### src/rtl/scg_consts.svh
`ifndef SCG_CONSTS_SVH
`define SCG_CONSTS_SVH

// ****************************************************************
// Register map (byte addresses)
// ****************************************************************
`define SCG_CFG_OFFSET      8'h2c
`define SCG_EN_OFFSET       8'h30
`define SCG_ADDR_W          8

// ****************************************************************
// Field positions
// ****************************************************************
`define SCG_BAUD_SEL_BIT    16
`define SCG_LOW_MSB         10
`define SCG_LOW_LSB         8
`define SCG_HIGH_MSB        2
`define SCG_HIGH_LSB        0
`define SCG_DSLP_BIT        16
`define SCG_SLP_BIT         8
`define SCG_RUN_BIT         0

// ****************************************************************
// Byte lanes holding the writable fields
// ****************************************************************
`define SCG_LANE_B0         0
`define SCG_LANE_B1         1
`define SCG_LANE_B2         2

// ****************************************************************
// Reset values and constants
// ****************************************************************
`define SCG_TIME_RST        3'h0
`define SCG_BIT_RST         1'h0
`define SCG_DSLP_VALUE      1'h0
`define SCG_CNT_ONE         3'h1
`define SCG_ZERO_WORD       32'h0000_0000

`endif

### src/rtl/scg_pkg.sv
`default_nettype none

package scg_pkg;

  // ****************************************************************
  // Bus handshake states
  // ****************************************************************
  typedef enum logic [0:0] {
    SCG_IDLE,
    SCG_ACK
  } scg_bus_e;

  // Power mode of the surrounding system
  typedef enum logic [1:0] {
    SCG_RUN,
    SCG_SLEEP,
    SCG_DEEP_SLEEP,
    SCG_MODE_OFF
  } scg_mode_e;

  typedef logic [2:0] scg_time_t;

  // Avalon-MM slave request as seen by the block
  typedef struct packed {
    logic [7:0]  address;
    logic        read;
    logic        write;
    logic [31:0] writedata;
    logic [3:0]  byteenable;
  } scg_avm_req_s;

  // Whole state of the block
  typedef struct packed {
    scg_bus_e    bus;
    logic        waitreq;
    logic [31:0] rdata;
    logic        baud_sel;
    scg_time_t   low_time;
    scg_time_t   high_time;
    logic        slp_gate;
    logic        run_gate;
    scg_time_t   cur_low;
    scg_time_t   cur_high;
    logic        cur_sel;
    logic        gate_on;
    scg_time_t   cnt;
    logic        div_clk;
    logic        func_clk;
    logic        baud_clk;
  } scg_state_s;

endpackage : scg_pkg

`default_nettype wire

### src/rtl/scg_top.sv
// Behaviour
// - Bit 16 of the config register picks crystal (0) or divided PLL (1) as baud clock.
// - Bits 10-8 give the low time of the divided clock, code n means n+1 PLL periods.
// - Bits 2-0 give the high time of the divided clock, code n means n+1 PLL periods.
// - The config register lives at 2Ch and resets to zero.
// - The deep-sleep enable at bit 16 of the enable register is read-only zero.
// - Bit 8 of the enable register lets the clock run in sleep mode when set.
// - Bit 0 of the enable register lets the clock run in run mode when set.
// - The enable register lives at 30h and resets to zero, clock off everywhere.

`timescale 1ns/10ps
`default_nettype none

`include "scg_consts.svh"

module scg_top
  import scg_pkg::*;
(
  // Clock and reset
  input  wire logic        clk_sys_i,
  input  wire logic        rst_i,
  // Avalon-MM slave
  input  wire logic [7:0]  avs_address_i,
  input  wire logic        avs_read_i,
  input  wire logic        avs_write_i,
  input  wire logic [31:0] avs_writedata_i,
  input  wire logic [3:0]  avs_byteenable_i,
  output logic      [31:0] avs_readdata_o,
  output logic             avs_waitrequest_o,
  // Clock sources and power mode
  input  wire logic        xtal_clk_i,
  input  wire scg_mode_e   power_mode_i,
  // Clocks to the serial controller
  output logic             func_clk_o,
  output logic             baud_clk_o,
  output logic             func_clk_active_o
);

  // ****************************************************************
  // Register selection
  // ****************************************************************

  // Shared by the read path and the write path
  function automatic logic [1:0] reg_hit(input logic [7:0] addr);
    logic [1:0] hit;
    hit = 2'b00;
    if (addr == `SCG_CFG_OFFSET)
    begin
      hit = 2'b01;
    end
    else if (addr == `SCG_EN_OFFSET)
    begin
      hit = 2'b10;
    end
    return hit;
  endfunction : reg_hit

  scg_avm_req_s req;
  scg_state_s   st_reg;
  scg_state_s   st_next;
  logic [1:0]   hit;
  logic [31:0]  cfg_word;
  logic [31:0]  en_word;
  logic         want_gate;
  logic         period_end;

  // Bundle the bus inputs
  assign req = '{address:    avs_address_i,
                 read:       avs_read_i,
                 write:      avs_write_i,
                 writedata:  avs_writedata_i,
                 byteenable: avs_byteenable_i};

  // ****************************************************************
  // Read images of the two registers
  // ****************************************************************

  // Unused positions stay zero by construction
  always_comb
  begin
    cfg_word = `SCG_ZERO_WORD;
    cfg_word[`SCG_BAUD_SEL_BIT] = st_reg.baud_sel;
    cfg_word[`SCG_LOW_MSB:`SCG_LOW_LSB] = st_reg.low_time;
    cfg_word[`SCG_HIGH_MSB:`SCG_HIGH_LSB] = st_reg.high_time;
    en_word = `SCG_ZERO_WORD;
    en_word[`SCG_DSLP_BIT] = `SCG_DSLP_VALUE;
    en_word[`SCG_SLP_BIT] = st_reg.slp_gate;
    en_word[`SCG_RUN_BIT] = st_reg.run_gate;
  end

  // ****************************************************************
  // Next-state logic
  // ****************************************************************

  // Deep sleep never has a gate bit, so it always stops the clock
  always_comb
  begin
    case (power_mode_i)
      SCG_RUN:   want_gate = st_reg.run_gate;
      SCG_SLEEP: want_gate = st_reg.slp_gate;
      default:   want_gate = 1'b0;
    endcase
  end

  // Last low cycle of the divider: the only point where settings move
  assign period_end = !st_reg.div_clk && (st_reg.cnt == st_reg.cur_low);

  always_comb
  begin
    st_next = st_reg;
    hit = reg_hit(req.address);

    // Bus handshake: one wait cycle, then waitrequest low for one edge
    case (st_reg.bus)
      SCG_IDLE:
      begin
        st_next.waitreq = 1'b1;
        if (req.read || req.write)
        begin
          st_next.bus = SCG_ACK;
          st_next.waitreq = 1'b0;
          if (hit == 2'b01)
          begin
            st_next.rdata = cfg_word;
          end
          else if (hit == 2'b10)
          begin
            st_next.rdata = en_word;
          end
          else
          begin
            st_next.rdata = `SCG_ZERO_WORD;                      // Unmapped
          end
        end
      end
      SCG_ACK:
      begin
        st_next.bus = SCG_IDLE;
        st_next.waitreq = 1'b1;
        // Write lands at the edge the master sees waitrequest low
        if (req.write && hit == 2'b01)
        begin
          if (req.byteenable[`SCG_LANE_B2])
          begin
            st_next.baud_sel =
              req.writedata[`SCG_BAUD_SEL_BIT];
          end
          if (req.byteenable[`SCG_LANE_B1])
          begin
            st_next.low_time =
              req.writedata[`SCG_LOW_MSB:`SCG_LOW_LSB];
          end
          if (req.byteenable[`SCG_LANE_B0])
          begin
            st_next.high_time =
              req.writedata[`SCG_HIGH_MSB:`SCG_HIGH_LSB];
          end
        end
        else if (req.write && hit == 2'b10)
        begin
          if (req.byteenable[`SCG_LANE_B1])
          begin
            st_next.slp_gate = req.writedata[`SCG_SLP_BIT];
          end
          if (req.byteenable[`SCG_LANE_B0])
          begin
            st_next.run_gate = req.writedata[`SCG_RUN_BIT];
          end
        end
      end
      default:
      begin
        st_next.bus = SCG_IDLE;
        st_next.waitreq = 1'b1;
      end
    endcase

    // Divider: counts block clock cycles as PLL periods
    if (st_reg.div_clk)
    begin
      if (st_reg.cnt == st_reg.cur_high)
      begin
        st_next.div_clk = 1'b0;
        st_next.cnt = `SCG_TIME_RST;
      end
      else
      begin
        st_next.cnt = st_reg.cnt + `SCG_CNT_ONE;
      end
    end
    else
    begin
      if (period_end)
      begin
        st_next.div_clk = 1'b1;
        st_next.cnt = `SCG_TIME_RST;
        // New times, source and gate opening only at a period boundary,
        // so no runt pulse reaches the controller from the divided clock
        st_next.cur_high = st_reg.high_time;
        st_next.cur_low = st_reg.low_time;
        st_next.cur_sel = st_reg.baud_sel;
        st_next.gate_on = want_gate;
      end
      else
      begin
        st_next.cnt = st_reg.cnt + `SCG_CNT_ONE;
      end
    end

    // Gating drops only while low, so high pulses are never cut
    if (!st_reg.div_clk && !want_gate)
    begin
      st_next.gate_on = 1'b0;
    end

    // Registered clock outputs
    st_next.func_clk = st_next.div_clk && st_next.gate_on;
    // Crystal path passes straight through; its own switch point
    // is not aligned to the crystal edges
    st_next.baud_clk = st_next.cur_sel ?
                       (st_next.div_clk && st_next.gate_on) :
                       (xtal_clk_i && st_next.gate_on);
  end

  // ****************************************************************
  // State register
  // ****************************************************************

  always_ff @(posedge clk_sys_i)
  begin
    if (rst_i)
    begin
      st_reg <= '{bus:       SCG_IDLE,
                  waitreq:   1'b1,
                  rdata:     `SCG_ZERO_WORD,
                  baud_sel:  `SCG_BIT_RST,
                  low_time:  `SCG_TIME_RST,
                  high_time: `SCG_TIME_RST,
                  slp_gate:  `SCG_BIT_RST,
                  run_gate:  `SCG_BIT_RST,
                  cur_low:   `SCG_TIME_RST,
                  cur_high:  `SCG_TIME_RST,
                  cur_sel:   `SCG_BIT_RST,
                  gate_on:   1'b0,
                  cnt:       `SCG_TIME_RST,
                  div_clk:   1'b0,
                  func_clk:  1'b0,
                  baud_clk:  1'b0};
    end
    else
    begin
      st_reg <= st_next;
    end
  end

  // ****************************************************************
  // Outputs, all straight from the state register
  // ****************************************************************

  assign avs_readdata_o    = st_reg.rdata;
  assign avs_waitrequest_o = st_reg.waitreq;
  assign func_clk_o        = st_reg.func_clk;
  assign baud_clk_o        = st_reg.baud_clk;
  assign func_clk_active_o = st_reg.gate_on;

endmodule : scg_top

`default_nettype wire

### config.mk
export PLATFORM = sky130hd
export DESIGN_NAME = scg_top
export DESIGN_NICKNAME = d
export VERILOG_FILES = /design/src/rtl/scg_pkg.sv /design/src/rtl/scg_top.sv
export VERILOG_INCLUDE_DIRS = /design/src /design/src/rtl
export SDC_FILE = /design/constraint.sdc
export NUM_CORES = 1
export LEC_CHECK = 0
export ABC_AREA = 1
export BUFFER_PORTS_ARGS = -buffer_cell sky130_fd_sc_hd__buf_2
export CORE_ASPECT_RATIO = 1.5
export CORE_UTILIZATION = 40
export DETAILED_ROUTE_END_ITERATION = 16
export MAX_ROUTING_LAYER = met4
export PLACE_DENSITY_LB_ADDON = 0.05
export SLEW_MARGIN = 15
export SYNTH_ARGS = -nofsm -noshare
export SYNTH_HDL_FRONTEND = slang
export SYNTH_SLANG_ARGS = --single-unit
### constraint.sdc
create_clock -name clk_sys_i -period 1.5 [get_ports clk_sys_i]
set_input_delay 0.15 -clock clk_sys_i [delete_from_list [all_inputs] [get_ports clk_sys_i]]
set_output_delay 0.15 -clock clk_sys_i [all_outputs]
set_load 0.05 [all_outputs]
==> flow_summary.rst, run 1 <==
.. list-table::
   :header-rows: 1

   * - Metric
     - Value
   * - Max Root-Sink Buffers
     - 2
   * - Leakage power of the design
     - between 0.9 and 1 nW
   * - Critical Path Fanout Max
     - 13
   * - Final count of hold timing violations
     - 0
   * - Slew Limit Fails
     - 0
   * - Outcome
     - complete, no violations
   * - Worst path top cell family by delay
     - simple AND/OR/NAND/NOR gates
   * - Inst Count DP
     - a little over 300
   * - Cells after synthesis
     - 237
   * - Slack of the critical path
     - 226 ps
   * - Number of sinks on the clock net
     - 32
   * - CTS root buffer
     - sky130_fd_sc_hd__clkbuf_8
   * - Hold buffers post-CTS
     - 0
   * - Die Height
     - around 82 µm
   * - Number of I/O port buffers
     - 35
   * - Maximum number of pins on one net before global-route repair
     - 23
   * - Diode count
     - 0
   * - Slowest library cell on the worst path
     - sky130_fd_sc_hd__dfxtp_1
   * - Area of the mapped netlist
     - roughly 1700 µm²
   * - Worst setup SP type
     - register
   * - Initial cell density of the core
     - 42.2%
   * - # Post-CTS Setup Buffers
     - 0
   * - Mean routed wirelength per cell
     - 9.63 µm
   * - Residual DRC
     - 0
   * - Filler instances
     - about 440
   * - Minimum clock period after layout
     - approximately 1300 ps
   * - Number of library cell types mapped by synthesis
     - 29
   * - Share of the cycle needed by the critical path after routing
     - approximately 85%
   * - Final clock skew
     - about 6.4 ps
   * - Clk pin slew, worst setup/hold paths
     - about 70 ps
   * - Power Density
     - 1750 nW/µm²
   * - Yosys synthesis warning count
     - 0
   * - Worst-skew pair later-pin latency
     - 280 ps
   * - RSZ-0062 raised after global routing
     - false
   * - Summed negative setup slack over all endpoints
     - 0 ps
   * - Number of buffer and inverter stages on the critical path
     - 3
   * - Worst Setup End Kind
     - register
   * - Number of flip-flops under the largest register name
     - 12
   * - Antenna violations before repair
     - 0
   * - Global route overflow
     - 0
   * - Number of H-tree levels
     - 2
   * - Vias after detailed routing
     - 1364
   * - CTS Buf Count
     - 5
   * - PostCTS Resize Cnt
     - 0
   * - Synthesis-stage register bit count
     - 32
   * - Seq/Total Area, Yosys
     - between 30% and 40%
   * - Core Footprint
     - approximately 4000 µm²
   * - First-pass GRT wire length
     - approximately 5000 µm
   * - Post-DR vias/cell
     - ~4.3
   * - Detailed Routing Iterations Pass 1
     - 6
   * - Post-layout nets
     - between 300 and 400
   * - ANT nets after route
     - 0
   * - Number of endpoints failing setup at the final stage
     - 0
   * - Number of global-route vias before repair
     - around 1.2k
   * - Required time at the worst-slack endpoint
     - around 1700 ps
   * - TritonCTS clock tree
     - yes
   * - Area Growth Syn to Fin
     - 11.6%
   * - Placement-stage worst setup slack
     - 220 ps
   * - Class of the most critical hold timing path
     - in2reg
   * - Fraction of layout instances using a drive strength above 1
     - between 20 and 25%
   * - Worst IR drop on VDD
     - 0.954 mV
   * - Overall routed net length
     - roughly 3000 µm
   * - Count of routing violations after the opening detailed-route iteration
     - 23
   * - Mapped Avg Cell Area
     - 7.12 µm²
   * - Cells traversed along the worst timing path
     - inv_1 > nand2_1 > nand2_4 > nor2_4 > nand2_4 > inv_2 > o21ai_1 > inv_2 > nor2_1
   * - Max-cap violation count
     - 0
   * - Die footprint
     - around 4500 µm²
   * - Crit path kind
     - reg2reg
   * - Final cell count without fillers
     - about 320
   * - Detail Placement HPWL
     - ~2400 µm
   * - Fmax achieved
     - between 700 and 800 MHz
   * - GRT Util Overall
     - between 10% and 20%
   * - RD Place Congestion
     - ~0.75
   * - Arrival time worst endpoint
     - between 1000 and 1500 ps
   * - Count of pins on the block boundary
     - 87
   * - Placement Rows
     - 28
   * - Die width
     - roughly 55 µm
   * - Highest cell delay on the worst timing path
     - between 300 and 400 ps
## synth_stat cells
cell type	n	area share (%)
sky130_fd_sc_hd__nand2_1	48	11
sky130_fd_sc_hd__nor2_1	35	7.8
sky130_fd_sc_hd__buf_4	32	14
sky130_fd_sc_hd__dfxtp_1	32	38
sky130_fd_sc_hd__inv_1	26	5.8
sky130_fd_sc_hd__a21oi_1	12	3.6
sky130_fd_sc_hd__o21ai_1	10	3.0
sky130_fd_sc_hd__o21ai_0	6	1.8
sky130_fd_sc_hd__nand2_2	5	1.9
sky130_fd_sc_hd__inv_2	4	0.89
sky130_fd_sc_hd__a21oi_2	3	1.6
sky130_fd_sc_hd__buf_2	3	0.89
sky130_fd_sc_hd__nand2_4	2	1.3
sky130_fd_sc_hd__nand3_1	2	0.59
sky130_fd_sc_hd__nor2_2	2	0.74
sky130_fd_sc_hd__o21ai_2	2	1.0
sky130_fd_sc_hd__and2_1	1	0.37
sky130_fd_sc_hd__buf_6	1	0.67
sky130_fd_sc_hd__clkinv_1	1	0.22
sky130_fd_sc_hd__conb_1	1	0.22
sky130_fd_sc_hd__ha_1	1	0.74
sky130_fd_sc_hd__nand3b_1	1	0.45
sky130_fd_sc_hd__nor2_4	1	0.67
sky130_fd_sc_hd__nor3_1	1	0.30
sky130_fd_sc_hd__nor3_2	1	0.59
sky130_fd_sc_hd__o21bai_2	1	0.67
sky130_fd_sc_hd__or2_2	1	0.37
sky130_fd_sc_hd__xnor2_1	1	0.52
sky130_fd_sc_hd__xor2_1	1	0.52
## stage by stage
stage	power [mW]	hold WS [ps]	area, µm²	util (%)
3_3_place_gp	2.43	375	1760	44.0
3_5_place_dp	2.43	382	1760	44.0
6_report	3.29	87.0	1880	47.1
4_1_cts	3.34	83.4	1880	47.1
5_1_grt	3.52	87.2	1880	47.1
2_1_floorplan	2.34	219	1780	-
## cells by family (layout without fill, tap and decap cells)
group	after synthesis	in the layout	synth area share (%)
other	1	25	0.222
adder cells (fa/ha/maj)	1	1	0.742
AND/OR/NAND/NOR	100	100	25.7
flip-flops	32	32	38.0
buffers and inverters	67	76	22.7
XOR/XNOR	2	2	1.04
AO/OA/AOI/OAI	34	34	11.6
## layer usage
layer	wire [µm]	track usage, %	vias to the layer above
met3	131	3.89	5
met4	68	8.25	0
met2	1550	27.1	39
met1	1280	16.8	593
li1	-	-	727
met5	0	-	-
## power by group
part / internal [mW] / total, mW / switching, mW
combinational: 0.386 / 1.29 / 0.904
sequential: 1.01 / 1.10 / 0.0902
clock: 0.586 / 0.900 / 0.314
## path summary, 6_finish.rpt
kind	slack [ps]	endpoint	from	cells after the start
max	230	st_reg[5]	st_reg[4]	9
min	90	cfg_word[10]	avs_writedata_i[10]	3
min reg2reg	470	st_reg[10]	st_reg[10]	2
max reg2reg	230	st_reg[5]	st_reg[4]	9
## placed cells by master (no fill, tap or decap), types with 2 or more instances in the layout
| master | instances |
|---|---|
| sky130_fd_sc_hd__buf_2 | 35 |
| sky130_fd_sc_hd__nand2_4 | 2 |
| sky130_fd_sc_hd__nand2_1 | 48 |
| sky130_fd_sc_hd__inv_2 | 4 |
| sky130_fd_sc_hd__buf_4 | 2 |
| sky130_fd_sc_hd__nor2_1 | 35 |
| sky130_fd_sc_hd__a21oi_2 | 3 |
| sky130_fd_sc_hd__dfxtp_1 | 32 |
| sky130_fd_sc_hd__nor2_2 | 2 |
| sky130_fd_sc_hd__conb_1 | 25 |
| sky130_fd_sc_hd__nand2_2 | 5 |
| sky130_fd_sc_hd__clkbuf_8 | 7 |
| sky130_fd_sc_hd__o21ai_1 | 10 |
| sky130_fd_sc_hd__o21ai_2 | 2 |
| sky130_fd_sc_hd__o21ai_0 | 6 |
| sky130_fd_sc_hd__inv_1 | 26 |
| sky130_fd_sc_hd__nand3_1 | 2 |
| sky130_fd_sc_hd__a21oi_1 | 12 |
## worst reg2reg max path, delay by kind of cell (launching register included)
kind | cells | cell delay, ps
AOI/OAI and AO/OA | 1 | 80
DFF | 1 | 380
buffers and inverters | 3 | 270
and+or+nand+nor | 5 | 460
## layout make-up
| type | instances | area (µm²) | share of cell area [%] |
|---|---|---|---|
| clock buffer | 7 | 96.3 | 5.12 |
| clock inverter | 1 | 30.0 | 1.59 |
| inverter | 31 | 116 | 6.18 |
| multi-input combinational | 162 | 753 | 40.0 |
| sequential | 32 | 641 | 34.0 |
| tap | 45 | 56.3 | 2.99 |
| timing repair buffer | 37 | 190 | 10.1 |
Power figures use the tool's default switching activity.
==> run 2, diff against run 1 <==
clock period = 1.2 ns   (was 1.5 ns; I/O delays follow)
==> flow_summary.rst, run 2 (same netlist as run 1, synthesis figures left out) <==
.. list-table::
   :header-rows: 1

   * - Metric
     - Value
   * - Outcome
     - complete, no violations
   * - Die footprint
     - 4490 µm² (unchanged)
   * - RD Place Congestion
     - 0.750 (+0.58%)
   * - Global route overflow
     - 0 (unchanged)
   * - Internal Power
     - 2.36 mW (+19%)
   * - Summed negative setup slack over all endpoints
     - 0 ps (unchanged)
   * - Initial cell density of the core
     - 42.2% (unchanged)
   * - Number of flip-flops under the largest register name
     - 12 (unchanged)
   * - Minimum clock period after layout
     - 1180 ps (-96.8 ps)
   * - TritonCTS clock tree
     - yes
   * - Number of H-tree levels
     - 2 (unchanged)
   * - RSZ-0062 raised after global routing
     - true
   * - ANT nets after route
     - 0 (unchanged)
   * - Overall routed net length
     - 3170 µm (+4.4%)
   * - Final cell count without fillers
     - 320 (+1.6%)
   * - Switching power
     - 1.81 mW (+38%)
   * - Count of pins on the block boundary
     - 87 (unchanged)
   * - Detailed Routing Iterations Pass 1
     - 4 (-2)
   * - Number of sinks on the clock net
     - 32 (unchanged)
   * - Worst setup SP type
     - register
   * - Sequential Area
     - 649 µm² (+1.4%)
   * - Commonest non-fill, non-tap cell in the layout
     - sky130_fd_sc_hd__nand2_1
   * - Die Height
     - 81.5 µm (unchanged)
   * - Diode count
     - 0 (unchanged)
   * - Power Density
     - 2150 nW/µm² (+23%)
   * - Post-layout nets
     - 329 (+2.5%)
   * - Filler instances
     - 444 (+0.45%)
   * - Number of endpoints failing setup at the final stage
     - 0 (unchanged)
   * - Placement Rows
     - 28 (unchanged)
   * - Mean routed wirelength per cell
     - 9.89 µm (+2.7%)
   * - Detail Placement HPWL
     - 2360 µm (+0.45%)
   * - Max Root-Sink Buffers
     - 2 (unchanged)
   * - Max-cap violation count
     - 0 (unchanged)
   * - Leakage power of the design
     - 1.01 nW (+2.8%)
   * - Core Util, Final
     - 48.6% (+1.5 points)
   * - Crit path kind
     - reg2reg
   * - Class of the most critical hold timing path
     - in2reg
   * - Die width
     - 55.0 µm (unchanged)
   * - CTS Buf Count
     - 5 (unchanged)
   * - Core Footprint
     - 3990 µm² (unchanged)
   * - Maximum number of pins on one net before global-route repair
     - 23 (unchanged)
   * - Area used by multi-input combinational logic
     - 793 µm² (+5.3%)
   * - Fraction of layout instances using a drive strength above 1
     - 32.0% (+7.2 points)
   * - Vias after detailed routing
     - 1381 (+1.2%)
   * - Count of routing violations after the opening detailed-route iteration
     - 11 (-52%)
   * - Worst IR drop on VDD
     - 1.34 mV (+41%)
   * - Final count of hold timing violations
     - 0 (unchanged)
   * - Final Total Pwr
     - 4.17 mW (+27%)
   * - Worst Setup End Kind
     - register
   * - Worst path top cell family by delay
     - simple AND/OR/NAND/NOR gates
   * - Number of global-route vias before repair
     - 1175 (-1.5%)
   * - Slack of the critical path
     - 22.4 ps (-203 ps)
   * - Required time at the worst-slack endpoint
     - 1370 ps (-310 ps)
   * - Final clock skew
     - 1.50 ps (-4.86 ps)
   * - Number of buffer and inverter stages on the critical path
     - 3 (unchanged)
   * - Sequential Power Share
     - 33.5% (about the same)
   * - Highest cell delay on the worst timing path
     - 360 ps (-20 ps)
   * - Share of the cycle needed by the critical path after routing
     - 98.1% (+13 points)
   * - Inst Count DP
     - 312 (+1.6%)
   * - Switching Share
     - 43.3% (+3.6 points)
   * - Placement-stage worst setup slack
     - -60.2 ps (-280 ps)
   * - Commonest cells after routing, fill and taps aside
     - sky130_fd_sc_hd__nand2_1 (44), sky130_fd_sc_hd__buf_2 (35), sky130_fd_sc_hd__nor2_1 (33)
   * - Post-DR vias/cell
     - 4.32 (-0.34%)
   * - Residual DRC
     - 0 (unchanged)
   * - Antenna violations before repair
     - 0 (unchanged)
   * - Number of I/O port buffers
     - 35 (unchanged)
   * - Part of the total power dissipated in the clock network
     - 17.2% (-10 points)
   * - Worst-skew pair later-pin latency
     - 270 ps (about the same)
   * - GRT Util Overall
     - 17.1% (+1.0 points)
   * - Area Growth Syn to Fin
     - 15.1%
   * - CTS root buffer
     - sky130_fd_sc_hd__clkbuf_8
   * - Clk pin slew, worst setup/hold paths
     - 60 ps (about the same)
   * - Arrival time worst endpoint
     - 1350 ps (-110 ps)
   * - Slew Limit Fails
     - 0 (unchanged)
   * - First-pass GRT wire length
     - 5260 µm (+6.4%)
   * - Fmax achieved
     - 849 MHz (+8.2%)
   * - Fraction of power consumed by combinational cells
     - 49.3% (+10 points)
   * - Slowest library cell on the worst path
     - sky130_fd_sc_hd__dfxtp_2
   * - Critical Path Fanout Max
     - 6 (-7)
   * - Cells traversed along the worst timing path
     - inv_2 > nand2_2 > nand2_4 > nor2_4 > nand2_4 > inv_4 > o21ai_2 > inv_2 > nor2_1
run 2: area by class of cell:
type,instances,area share [%]
Inverter,31,6.12
Tap cell,45,2.90
Sequential cell,32,33.4
Timing Repair Buffer,44,13.1
Multi-Input combinational cell,163,40.9
Clock buffer,5,3.54
run 2: power by group through the flow:
stage / clock, mW / sequential [mW] / combinational (mW)
after CTS: 0.749 / 1.37 / 1.87
after global routing: 0.811 / 1.42 / 2.27
final: 0.718 / 1.39 / 2.06
after floorplan: 0 / 1.46 / 1.47
after global placement: 0 / 1.39 / 1.77
after detailed placement: 0 / 1.39 / 1.77
run 2: final timing paths:
| check | depth (start not counted) | slack, ps | endpoint | startpoint |
|---|---|---|---|---|
| worst max-delay path | 9 | 20 | st_reg[5] | st_reg[4] |
| worst min-delay path | 3 | 60 | cfg_word[9] | avs_writedata_i[9] |
| worst max register to register | 9 | 20 | st_reg[5] | st_reg[4] |
| worst min register to register | 2 | 460 | st_reg[11] | st_reg[11] |
run 2: worst min-delay path, delay by kind of cell:
kind | cells | cell delay (ps)
buffers and inverters | 1 | 70
and+or+nand+nor | 2 | 110
run 2: repair_timing:
action / CTS / global route
pin swaps: 1 / 7
hold buffers: 0 / 0
gates cloned: 1 / 0
endpoints found under the setup margin: 7 / 12
setup buffers: 0 / 2
gates resized for setup: 3 / 17
run 2: metrics by stage:
stage,hold WS [ps],area [µm²]
after global placement,344,1810
after floorplan,189,1780
final,63.4,1940
after detailed placement,348,1810
after CTS,57.9,1890
after global routing,70.8,1940
run 2: metal layers:
metal  vias up  global-route usage, %  share of wire, %
met2        39                   28.1                53
met5         -                      -                 0
li1        740                      -                 -
met1       597                   19.0                41
met4         0                   7.50               2.0
met3         5                   4.44               4.3
